===== src/common/tis_pkg.sv =====
// ----------------------------------------------------------------------------
// Interrupt status constants
// ----------------------------------------------------------------------------
package tis_pkg;

   // Register port geometry
   localparam int          ADDR_W      = 6;               // Register index width
   localparam int          DATA_W      = 16;              // Register word width
   localparam int          TIMER_W     = 24;              // Event timer width
   localparam int          SHORT_W     = 16;              // Alternate compare width

   // Status word location and reset value
   localparam logic [5:0]  FLAGS_ADDR  = 6'h24;           // Interrupt flags register
   localparam logic [15:0] FLAGS_RST   = 16'h0000;        // All flags clear after reset
   localparam logic [15:0] RDATA_RST   = 16'h0000;        // Read data after reset

   // Flag positions
   localparam int          B_LOCK      = 15;              // Oscillator out of lock
   localparam int          B_RAMERR    = 14;              // Burst overflow / tx stream done
   localparam int          B_ARB       = 13;              // Arbiter conflict / rx stream done
   localparam int          B_STRM_ERR  = 12;              // Stream overrun or underrun
   localparam int          B_ATTN      = 10;              // Attention or power-up complete
   localparam int          B_DOZE      = 9;               // Doze wake-up match
   localparam int          B_CMP1      = 8;               // Compare one match
   localparam int          B_RX        = 7;               // Rx packet done / rx word ready
   localparam int          B_TX        = 6;               // Tx packet done / tx word needed
   localparam int          B_CMP2      = 2;               // Compare two match

   // Pin synchroniser idle level
   localparam logic        ATTN_IDLE   = 1'b1;            // Attention pin is active low

endpackage


===== src/rtl/tis_status.sv =====
`timescale 1ns/100ps
// ----------------------------------------------------------------------------
// Transceiver interrupt status word
// ----------------------------------------------------------------------------
// Summary of operation
// - Reading status clears flags, releases request
// - Bit 15 shows oscillator out of lock
// - Packet mode bit 14: burst overran memory
// - Stream mode bit 14: tx stream done
// - Packet mode bit 13: memory arbiter conflict
// - Stream mode bit 13: rx stream done
// - Stream mode bit 12 set on rx word overrun
// - Stream mode bit 12 set on tx word underrun
// - Bit 10 on attention falling edge or power-up
// - Doze compare two match sets bit 9, wakes
// - Bit 8 set on compare one match
// - Packet mode bit 7: rx packet done
// - Stream mode bit 7: length, then words ready
// - Stream select picks meaning of shared bits
// - Bit 6: tx done or tx word needed
// - Bit 2: compare two or short compare
module tis_status
(
   input  wire logic        clock,              // Core clock, 100 MHz
   input  wire logic        rstn,               // Async reset, active low
   // Register read port
   input  wire logic        reg_rd,             // Read strobe, one cycle
   input  wire logic [5:0]  reg_addr,           // Register index
   output logic [15:0]      reg_rdata,          // Read data, valid cycle after strobe
   // Configuration from other registers
   input  wire logic [15:0] irq_mask,           // Per-flag request enables
   input  wire logic        stream_mode,        // Stream operation selected
   input  wire logic        alt_compare_en,     // Short compare in addition to compare two
   input  wire logic [23:0] compare_one_value,  // Compare one value
   input  wire logic [23:0] compare_two_value,  // Compare two value
   input  wire logic [15:0] alternate_short_compare, // Short compare value
   input  wire logic [23:0] event_timer,        // Event timer count
   // Core events, same clock
   input  wire logic        first_local_oscillator_unlock, // Level, out of lock
   input  wire logic        ram_burst_overflow, // Pulse
   input  wire logic        ram_arb_conflict,   // Pulse
   input  wire logic        tx_stream_done,     // Pulse
   input  wire logic        rx_stream_done,     // Pulse
   input  wire logic        rx_word_overrun,    // Pulse
   input  wire logic        tx_word_underrun,   // Pulse
   input  wire logic        powerup_done,       // Pulse after reset release
   input  wire logic        rx_packet_done,     // Pulse
   input  wire logic        rx_length_ready,    // Pulse, first stream word
   input  wire logic        rx_word_ready,      // Pulse, later stream words
   input  wire logic        tx_packet_done,     // Pulse
   input  wire logic        tx_word_needed,     // Pulse
   input  wire logic        in_doze,            // Doze state level
   // Pins
   input  wire logic        attn_n,             // Attention pin, async, active low
   output logic             irq_n,              // Interrupt request, active low
   output logic             doze_wake           // Pulse: leave doze for idle
);

   // ----------------------------------------------------------------------------
   // Shared-bit selection
   // ----------------------------------------------------------------------------
   function automatic logic pick(input logic strm, input logic pkt_ev, input logic strm_ev);
      pick = strm ? strm_ev : pkt_ev;
   endfunction

   logic [15:0] flags_q;                        // Sticky flags
   logic [15:0] flags_d;
   logic [15:0] set_vec;                        // Events this cycle
   logic [15:0] rdata_q;                        // Registered read data
   logic [15:0] rdata_d;
   logic        irq_n_q;                        // Registered request pin
   logic        irq_n_d;
   logic        wake_q;                         // Registered doze wake pulse
   logic        wake_d;
   logic        attn_s1_q;                      // Synchroniser first stage
   logic        attn_s2_q;                      // Synchroniser second stage
   logic        attn_s3_q;                      // Edge history
   logic        hit_read;                       // Status word read this cycle
   logic        cmp1_hit;                       // Compare one fresh match
   logic        cmp2_hit;                       // Compare two fresh match
   logic        alt_hit;                        // Short compare fresh match

   // ----------------------------------------------------------------------------
   // Timer comparators
   // ----------------------------------------------------------------------------
   tis_cmp u_cmp1 (.clock(clock), .rstn(rstn), .enable(1'b1), .short_mode(1'b0),
                   .timer(event_timer), .value(compare_one_value), .hit(cmp1_hit));
   tis_cmp u_cmp2 (.clock(clock), .rstn(rstn), .enable(1'b1), .short_mode(1'b0),
                   .timer(event_timer), .value(compare_two_value), .hit(cmp2_hit));
   tis_cmp u_alt  (.clock(clock), .rstn(rstn), .enable(alt_compare_en), .short_mode(1'b1),
                   .timer(event_timer), .value({8'h00, alternate_short_compare}),
                   .hit(alt_hit));

   // ----------------------------------------------------------------------------
   // Attention pin synchroniser
   // ----------------------------------------------------------------------------
   // Two stages before use, third stage only for the falling edge
   always_ff @(posedge clock or negedge rstn)
   begin
      if (!rstn)
      begin
         attn_s1_q <= tis_pkg::ATTN_IDLE;
         attn_s2_q <= tis_pkg::ATTN_IDLE;
         attn_s3_q <= tis_pkg::ATTN_IDLE;
      end
      else
      begin
         attn_s1_q <= attn_n;
         attn_s2_q <= attn_s1_q;
         attn_s3_q <= attn_s2_q;
      end
   end

   // ----------------------------------------------------------------------------
   // Flag set, clear and read
   // ----------------------------------------------------------------------------
   assign hit_read = reg_rd && (reg_addr == tis_pkg::FLAGS_ADDR);

   // Next flags; a set in the clearing cycle survives the clear
   always_comb
   begin
      set_vec = 16'h0000;
      set_vec[tis_pkg::B_LOCK]     = first_local_oscillator_unlock;
      set_vec[tis_pkg::B_RAMERR]   = pick(stream_mode, ram_burst_overflow,
                                          tx_stream_done);
      set_vec[tis_pkg::B_ARB]      = pick(stream_mode, ram_arb_conflict,
                                          rx_stream_done);
      set_vec[tis_pkg::B_STRM_ERR] = stream_mode && (rx_word_overrun || tx_word_underrun);
      set_vec[tis_pkg::B_ATTN]     = (!attn_s2_q && attn_s3_q) || powerup_done;
      set_vec[tis_pkg::B_DOZE]     = in_doze && cmp2_hit;
      set_vec[tis_pkg::B_CMP1]     = cmp1_hit;
      set_vec[tis_pkg::B_RX]       = pick(stream_mode, rx_packet_done,
                                          rx_length_ready || rx_word_ready);
      set_vec[tis_pkg::B_TX]       = pick(stream_mode, tx_packet_done,
                                          tx_word_needed);
      set_vec[tis_pkg::B_CMP2]     = cmp2_hit || alt_hit;
      // Read clears everything held so far
      if (hit_read)
         flags_d = set_vec;
      else
         flags_d = flags_q | set_vec;
      // Read returns the word as it stood before the clear
      if (hit_read)
         rdata_d = flags_q;
      else
         rdata_d = 16'h0000;
      // Request follows the next flags so pin and word change together
      irq_n_d = ~|(flags_d & irq_mask);
      wake_d  = in_doze && cmp2_hit;
   end

   // Register all state
   always_ff @(posedge clock or negedge rstn)
   begin
      if (!rstn)
      begin
         flags_q <= tis_pkg::FLAGS_RST;
         rdata_q <= tis_pkg::RDATA_RST;
         irq_n_q <= 1'b1;
         wake_q  <= 1'b0;
      end
      else
      begin
         flags_q <= flags_d;
         rdata_q <= rdata_d;
         irq_n_q <= irq_n_d;
         wake_q  <= wake_d;
      end
   end

   assign reg_rdata = rdata_q;
   assign irq_n     = irq_n_q;
   assign doze_wake = wake_q;
endmodule


===== src/rtl/tis_cmp.sv =====
`timescale 1ns/100ps
// ----------------------------------------------------------------------------
// Event timer comparator, one pulse per match
// ----------------------------------------------------------------------------
module tis_cmp
(
   input  wire logic        clock,         // Core clock
   input  wire logic        rstn,          // Async reset, active low
   input  wire logic        enable,        // Comparator armed
   input  wire logic        short_mode,    // Compare only the low 16 bits
   input  wire logic [23:0] timer,         // Current event timer count
   input  wire logic [23:0] value,         // Compare value
   output logic             hit            // One-cycle pulse on a fresh match
);

   logic eq;                               // Equality this cycle
   logic eq_q;                             // Equality last cycle
   logic eq_d;

   // Equality, narrowed when the short compare is chosen
   always_comb
   begin
      if (short_mode)
         eq = enable && (timer[tis_pkg::SHORT_W-1:0] == value[tis_pkg::SHORT_W-1:0]);
      else
         eq = enable && (timer == value);
      eq_d = eq;
   end

   // A stopped timer would hold equality; pulse only on its first cycle
   always_ff @(posedge clock or negedge rstn)
   begin
      if (!rstn)
         eq_q <= 1'b0;
      else
         eq_q <= eq_d;
   end

   assign hit = eq && !eq_q;

endmodule


===== config.mk =====
export PLATFORM = sky130hd
export DESIGN_NAME = tis_status
export DESIGN_NICKNAME = d
export VERILOG_FILES = /design/src/common/tis_pkg.sv /design/src/rtl/tis_status.sv /design/src/rtl/tis_cmp.sv
export SDC_FILE = /design/constraint.sdc
export NUM_CORES = 1
export LEC_CHECK = 0
export BUFFER_PORTS_ARGS = -buffer_cell sky130_fd_sc_hd__buf_2
export CAP_MARGIN = 20
export CORE_MARGIN = 2
export CORE_UTILIZATION = 38
export CTS_CLUSTER_SIZE = 8
export DETAILED_ROUTE_END_ITERATION = 10
export PLACE_DENSITY = 0.81
export SKIP_CTS_REPAIR_TIMING = 1
export SYNTH_ARGS = -nofsm -noshare
export SYNTH_HDL_FRONTEND = slang
export SYNTH_SLANG_ARGS = --single-unit

===== constraint.sdc =====
create_clock -name clock -period 1.5 [get_ports clock]
set_input_delay 0.225 -clock clock [delete_from_list [all_inputs] [get_ports clock]]
set_output_delay 0.225 -clock clock [all_outputs]
set_load 0.02 [all_outputs]

=== Yosys cells after proc, flatten, opt, wreduce, memory -nomap -nowiden ===
Cells that the tools add are included.

* Register bits after elaboration: 40
* Input bits: 130
* Output and inout bits: 18
* Word-level logic and storage cells: 40

* Equal/unequal tests: 4
* Muxes and demuxes: 6
* Bitwise logic cells: 2
* Reductions and logical operators: 18

{| class="wikitable"
|+ Operators by type and width
! cell !! count
|-
| 24-bit == test || 2
|-
| 16-bit 2-to-1 mux || 2
|-
| 16-bit AND || 1
|-
| 16-bit == test || 1
|-
| 16-bit OR || 1
|-
| 16-bit OR reduction || 1
|-
| 1-bit logical AND || 8
|-
| 6-bit == test (second input constant) || 1
|-
| 1-bit zero test || 5
|-
| 1-bit logical OR || 4
|-
| 1-bit 2-to-1 mux || 4
|}

=== Longest topological paths before layout ===
Gate-level depths: netlist (run 1).

* Depth after elaboration: 9
* Mapped depth: 5
* Mapped depth without buffers: 5

=== Cells and area by module ===
Synthesis (run 1) repeated with hierarchy kept, for this count alone.

* Cells, all modules: 218
* Area total of the unflattened synthesis: 2392.3 um^2

{| class="wikitable"
|+ Modules (own cells, without submodules)
! module !! instances !! cells each !! area each (um^2) !! sequential area each (um^2)
|-
| tis_status || 1 || 107 || 1427.6 || 930.9
|-
| tis_cmp || 3 || 37 || 321.6 || 25.0
|}

=== Least setup slack after synthesis (run 1) ===
OpenSTA, ideal clock, no wires.

* Kind: reg-to-reg
* From: register flags_q[2]
* To: register irq_n_q, in the netlist irq_n
* Library setup time: 0.096 ns
* Data arrival time: 1.405 ns
* Required time: 1.404 ns
* Path slack: -0.002 ns
* Stages on the path, launching flop included: 6
* Path buffers: 0
* Period minus slack after synthesis: 1.502 ns
* Cells stage by stage: dfrtp_1 > a22o_1 > a221oi_1 > nand4_1 > a211o_1 > nor4_1

* Longest elaborated chain between the ends: 5

{| class="wikitable"
|+ Ends and longest elaborated chain
! item !! RTL line !! source
|-
| from (decl) || tis_status.sv:66 || <nowiki>logic [15:0] flags_q;</nowiki>
|-
| from (signal assigned) || tis_status.sv:157 || <nowiki>flags_q <= tis_pkg::FLAGS_RST;</nowiki>
|-
| from (signal assigned) || tis_status.sv:164 || <nowiki>flags_q <= flags_d;</nowiki>
|-
| 16-bit OR || tis_status.sv:141 || <nowiki>flags_d = flags_q | set_vec;</nowiki>
|-
| 16-bit 2-to-1 mux || tis_status.sv:138 || <nowiki>if (hit_read)</nowiki>
|-
| 16-bit AND || tis_status.sv:148 || <nowiki>irq_n_d = ~|(flags_d & irq_mask);</nowiki>
|-
| 16-bit OR reduction || tis_status.sv:148 ||
|-
| 1-bit zero test || tis_status.sv:148 ||
|-
| named net irq_n_d || tis_status.sv:72 || <nowiki>logic irq_n_d;</nowiki>
|-
| to (signal assigned) || tis_status.sv:166 || <nowiki>irq_n_q <= irq_n_d;</nowiki>
|-
| to (decl) || tis_status.sv:71 || <nowiki>logic irq_n_q;</nowiki>
|}

The timed path passes the listed nets, and every way through them passes these cells.

=== Worst setup path after layout (run 1) ===
Same ends and word-level chain as after synthesis.

==> run metrics, run 1 <==
status=finished with violations; failing checks=hold timing; synthesized area per cell=10.7 sq um; DRC violations left=0; Crit. End Element=flip-flop; Largest delay share family, worst path=compound AO/OA/AOI/OAI gates; Synthesis Warnings=0; per-cell routed wire length=between 10 and 15 um; Vias/cell=around 4.9; max-slew violations=0; # clock sinks=40; Fmax=about 0.69 GHz; Die Span Y=80.7 um; num ports=around 150; core area=between 0.005 and 0.006 sq mm; top cell type's share of synthesized area=0.403; M3 GR Usage=0.0556; total negative slack=0 ns; final worst path period share=0.964; Die X-Extent=80.7 um; worst hold slack=-0.0234 ns; post-synthesis sequential area ratio=0.450; layout cells sized above 1=0.506; final core occ=0.603; Max-slew headroom=0.670; worst slew pin tran=slightly below 0.5 ns; Antenna Cells=0; hold crit path type=in -> async; Root Buffer=clkbuf_8; RSZ-0062 raised after global routing=true; initial antenna violation count=0; Setup crit start kind=flip-flop; skew final=0.00720 ns; crit path time final=around 1.4 ns; total gr overflow=0; final wirelength=approximately 6600 um; vias in the first global route=approximately 2300; CTS tree=built; Max-Cap Viols=0; routed vias=around 2200; First-pass DRT Iterations=4; Setup-failing EPs final=0; Synth area leaders=dfrtp_1, xor2_1, and2_1; crit-path cells=a22o_1 -> a221oi_2 -> nand4_1 -> a211o_1 -> nor4_2; WP buf/inv=0; Crit Path Category=reg -> reg; Async SR Flop Fraction=1.00; Syn Inst Count=roughly 210; quantity of I/O buffers inserted on ports=147; WP data required=~1.7 ns; fin nets=between 500 and 600; Die Area=0.00652 sq mm; GR peak layer=met2; crit-path max cell delay=around 0.40 ns; Clock Path Buffers=2; Design Power=between 2 and 2.5 mW; Arr. time, crit path=between 1.5 and 2 ns; first-pass GRT wire length=between 10000 and 15000 um; P&R area growth vs syn=51.2%; Total GRT Usage=0.209; initial DRC count=49; htree depth=2; dominant cell type by area after synthesis=dfrtp_1; HPWL Detailed=approximately 5500 um; met2 Use GR=0.395; synth unique cells=34; Worst Path Max Fanout=2; PwrDens=683 mW/mm^2; Top FF cell, synth=dfrtp_1; placer congestion estimate=just over 0.8; flops & latches, synth=40; slowest CP cell=dfrtp_1; EDFF count, synth=0; Synth Net Count=339; met1 Resource Use GR=0.211; largest net degree at the start of global routing=41; Starting Density=0.399; Peak VDD IR=roughly 310 uV; # rows=27; Mapped Area=0.00224 sq mm; filler cell count=about 480; Leak Pwr=between 1.5 and 2 nW; Detail Route Antenna Nets=0; latest clock arrival within the worst-skew pair=0.29 ns; Fin. Hold Viols=29; CTS buffer count=5; clock slew seen by the registers of the worst setup and hold paths=0.08 ns
cells by family (layout without fill, tap and decap cells):
logic type,count (synthesis),after routing,share of synthesized area
AOI/OAI and AO/OA,24,24,0.0884
xor gates and xnor gates,64,64,0.251
buffers and inverters,8,186,0.0134
DFF,40,40,0.450
muxes,3,3,0.0162
and+or+nand+nor,70,70,0.182
cells in the mapped netlist (4+ instances only):
cell,count
and2_1,22
dfstp_2,4
nor3_1,4
a22o_1,5
nand2_1,9
xor2_1,59
nand4_1,4
dfrtp_1,36
xnor2_1,5
a221oi_1,4
inv_1,6
nor4_1,17
nor2_1,6
worst paths after layout:
path,cells past startpoint,slack (ns),to,start
worst max register to register,5,0.05,irq_n$_DFF_PN1_,flags_q[2]$_DFF_PN0_
worst max-delay path,5,0.05,irq_n$_DFF_PN1_,flags_q[2]$_DFF_PN0_
max in group asynchronous,2,1.15,attn_s3_q$_DFF_PN1_,rstn
worst min register to register,0,0.36,attn_s2_q$_DFF_PN1_,attn_s1_q$_DFF_PN1_
min in group clock,1,0.03,attn_s1_q$_DFF_PN1_,attn_n
worst min-delay path,2,-0.02,reg_rdata[5]$_DFF_PN0_,rstn
per-stage QoR:
stage                     cells  area [sq um]  setup WS (ns)
after floorplan             209          2240         0.0435
after global placement      451          3260         -0.107
after detailed placement    451          3260         -0.158
after CTS                   459          3350         -0.141
after global routing        459          3380        -0.0392
final                       459          3380         0.0542
layout make-up:
class | count | area, sq um | share of cell area
Timing Repair Buffer | 172 | 936 | 0.277
Tap cell | 72 | 90.1 | 0.0266
Multi-Input combinational cell | 161 | 1240 | 0.365
Clock buffer | 6 | 82.6 | 0.0244
Clock inverter | 2 | 10.0 | 0.00296
Sequential cell | 40 | 1010 | 0.297
Inverter | 6 | 22.5 | 0.00666
state kept, by name (all words and copies together) (netlist names):
register     count
u_alt.eq_q       1
u_cmp2.eq_q      1
reg_rdata       16
doze_wake        1
attn_s2_q        1
attn_s1_q        1
flags_q         16
u_cmp1.eq_q      1
irq_n            1
attn_s3_q        1
power breakdown:
part           total, mW  leakage, nW  switching (mW)  internal (mW)
clock              0.724       0.0510           0.358          0.367
combinational      0.494         1.25           0.233          0.261
sequential          1.09        0.509         0.00329           1.09
total               2.31         1.81           0.594           1.72
cell usage in the layout (no fill, tap or decap), types with 4 or more instances in the layout:
cell	Yosys	final
a221oi_2	0	4
a22o_1	5	5
and2_1	22	22
buf_2	0	147
buf_4	0	24
clkbuf_8	0	6
dfrtp_1	36	36
dfstp_2	4	4
inv_1	6	6
nand2_1	9	9
nand4_1	4	4
nor2_1	6	6
nor3_1	4	4
nor4_1	17	16
xnor2_1	5	5
xor2_1	59	59
metal layers:
layer / wire [um] / up-vias / share of wire
met5: 0 / - / 0
met4: 242 / 0 / 0.036
met3: 662 / 18 / 0.10
met2: 3380 / 133 / 0.51
met1: 2350 / 997 / 0.35
li1: - / 1084 / -
No activity file was read; power rests on OpenSTA's default activity.
==> run 2: changes to the inputs <==
--- a/config.mk
+++ b/config.mk
@@ -8,10 +8,11 @@
 export BUFFER_PORTS_ARGS = -buffer_cell sky130_fd_sc_hd__buf_2
 export CAP_MARGIN = 20
 export CORE_MARGIN = 2
-export CORE_UTILIZATION = 38
+export CORE_UTILIZATION = 42
 export CTS_CLUSTER_SIZE = 8
 export DETAILED_ROUTE_END_ITERATION = 10
-export PLACE_DENSITY = 0.81
+export PLACE_DENSITY = 0.84
+export SETUP_SLACK_MARGIN = 0.05
 export SKIP_CTS_REPAIR_TIMING = 1
 export SYNTH_ARGS = -nofsm -noshare
 export SYNTH_HDL_FRONTEND = slang
==> constraint.sdc (replaced) <==
create_clock -name clock -period 1.55 [get_ports clock]
set_input_delay 0.2325 -clock clock [delete_from_list [all_inputs] [get_ports clock]]
set_output_delay 0.2325 -clock clock [all_outputs]
set_load 0.02 [all_outputs]
==> run metrics, run 2 (synthesis results as in run 1) <==
status=finished with violations; failing checks=hold timing; hold crit path type=in -> async; quantity of I/O buffers inserted on ports=147 (unchanged); CTS tree=built; Vias/cell=4.90 (+0.82%); Design Power=2.50 mW (+8.2%); num ports=148 (unchanged); Starting Density=0.435 (+0.0363); Fmax=0.661 GHz (-4.4%); met1 Resource Use GR=0.248 (+0.0368); M3 GR Usage=0.0506 (-0.00497); Crit. End Element=flip-flop; First-pass DRT Iterations=4 (unchanged); Fin. Hold Viols=6 (-79%); Die Span Y=77.0 um (-4.6%); post-route setup slack=0.0381 ns (-0.0161 ns); crit-path max cell delay=0.39 ns (about the same); most frequent cells in the layout=buf_2, xor2_1, dfrtp_1; worst slew pin tran=0.496 ns (+0.000652 ns); total gr overflow=0 (unchanged); # rows=26 (-3.7%); per-cell routed wire length=14.7 um (+1.5%); max-slew violations=0 (unchanged); Leak Pwr=1.80 nW (-0.61%); layout cells sized above 1=0.497 (-0.00908); Root Buffer=clkbuf_8; total negative slack=0 ns (unchanged); slowest CP cell=dfrtp_1; first-pass GRT wire length=10600 um (+4.9%); CTS buffer count=5 (unchanged); Clock Path Buffers=2 (unchanged); clock slew seen by the registers of the worst setup and hold paths=0.07 ns (about the same); Peak VDD IR=443 uV (+42%); commonest non-fill, non-tap cell in the layout=buf_2; initial DRC count=84 (+71%); RSZ-0062 raised after global routing=true; Detail Route Antenna Nets=0 (unchanged); Setup-failing EPs final=0 (unchanged); crit-path cells=a22o_1 -> a221oi_2 -> nand4_1 -> a211o_1 -> nor4_2; DRC violations left=0 (unchanged); Arr. time, crit path=1.70 ns (+0.05 ns); Max-Cap Viols=0 (unchanged); HPWL Detailed=5650 um (+2.3%); # clock sinks=40 (unchanged); crit path time final=1.51 ns (+0.0661 ns); final core occ=0.655 (+0.0520); initial antenna violation count=0 (unchanged); worst hold slack=-0.00581 ns (+0.0176 ns); Crit Path Category=reg -> reg; fin nets=512 (-0.78%); latest clock arrival within the worst-skew pair=0.29 ns (about the same); placer congestion estimate=0.820 (+0.48%); final worst path period share=0.975 (+0.0116); vias in the first global route=2330 (+1.7%); GR peak layer=met2; filler cell count=429 (-11%); pre-CTS WS=-0.251 ns (-0.0931 ns); Worst Path Max Fanout=3 (+1); PwrDens=742 mW/mm^2 (+8.6%); Die Area=0.00593 sq mm (-9.1%); met2 Use GR=0.435 (+0.0401); Total GRT Usage=0.227 (+0.0183); largest net degree at the start of global routing=41 (unchanged); Die X-Extent=77.0 um (-4.6%); core area=0.00514 sq mm (-8.3%); P&R area growth vs syn=50.6%; htree depth=2 (unchanged); routed vias=2216 (-0.72%); Max-slew headroom=0.669 (about the same); WP data required=1.74 ns (+0.03 ns); Setup crit start kind=flip-flop; skew final=0.00762 ns (+0.000424 ns); Antenna Cells=0 (unchanged); final wirelength=6630 um (about the same)
==> run 2: worst max-delay path, delay by kind of cell, from the launching register on <==
family	cells	cell delay, ns
and+or+nand+nor	2	0.28
DFF	1	0.39
AOI/OAI and AO/OA	3	0.74
==> run 2: layout make-up <==
cell class / instances / area [sq um] / area share
multi-input combinational: 161 / 1230 / 0.365
sequential: 40 / 1010 / 0.299
timing repair buffer: 168 / 893 / 0.265
tap: 70 / 87.6 / 0.0260
clock buffer: 5 / 68.8 / 0.0204
clock inverter: 2 / 60.1 / 0.0178
inverter: 6 / 22.5 / 0.00669
==> run 2: final timing paths <==
| path | startpoint | slack, ns | endpoint | cells after the start |
|---|---|---|---|---|
| min in group clock | attn_n | 0.05 | attn_s1_q$_DFF_PN1_ | 1 |
| worst min-delay path | rstn | -0.006 | reg_rdata[4]$_DFF_PN0_ | 2 |
| worst max register to register | flags_q[4]$_DFF_PN0_ | 0.04 | irq_n$_DFF_PN1_ | 5 |
| worst min register to register | attn_s1_q$_DFF_PN1_ | 0.36 | attn_s2_q$_DFF_PN1_ | 0 |
| max in group asynchronous | rstn | 1.19 | irq_n$_DFF_PN1_ | 2 |
| worst max-delay path | flags_q[4]$_DFF_PN0_ | 0.04 | irq_n$_DFF_PN1_ | 5 |
==> run 2: stage by stage <==
stage / cells / cell area, sq um
floorplan: 209 / 2240
global placement: 445 / 3210
detailed placement: 445 / 3210
CTS: 452 / 3340
global route: 452 / 3370
finish: 452 / 3370
==> run 2: routing by layer <==
| metal | vias up | routed length, um |
|---|---|---|
| li1 | 1073 | - |
| met1 | 1015 | 2520 |
| met2 | 117 | 3490 |
| met3 | 11 | 492 |
| met4 | 0 | 123 |
| met5 | - | 0 |
==> run 2: power breakdown <==
part	leakage (nW)	switching, mW	total, mW	internal [mW]
logic	1.23	0.230	0.478	0.248
clock network	0.0642	0.331	0.964	0.633
registers	0.509	0.00307	1.06	1.05
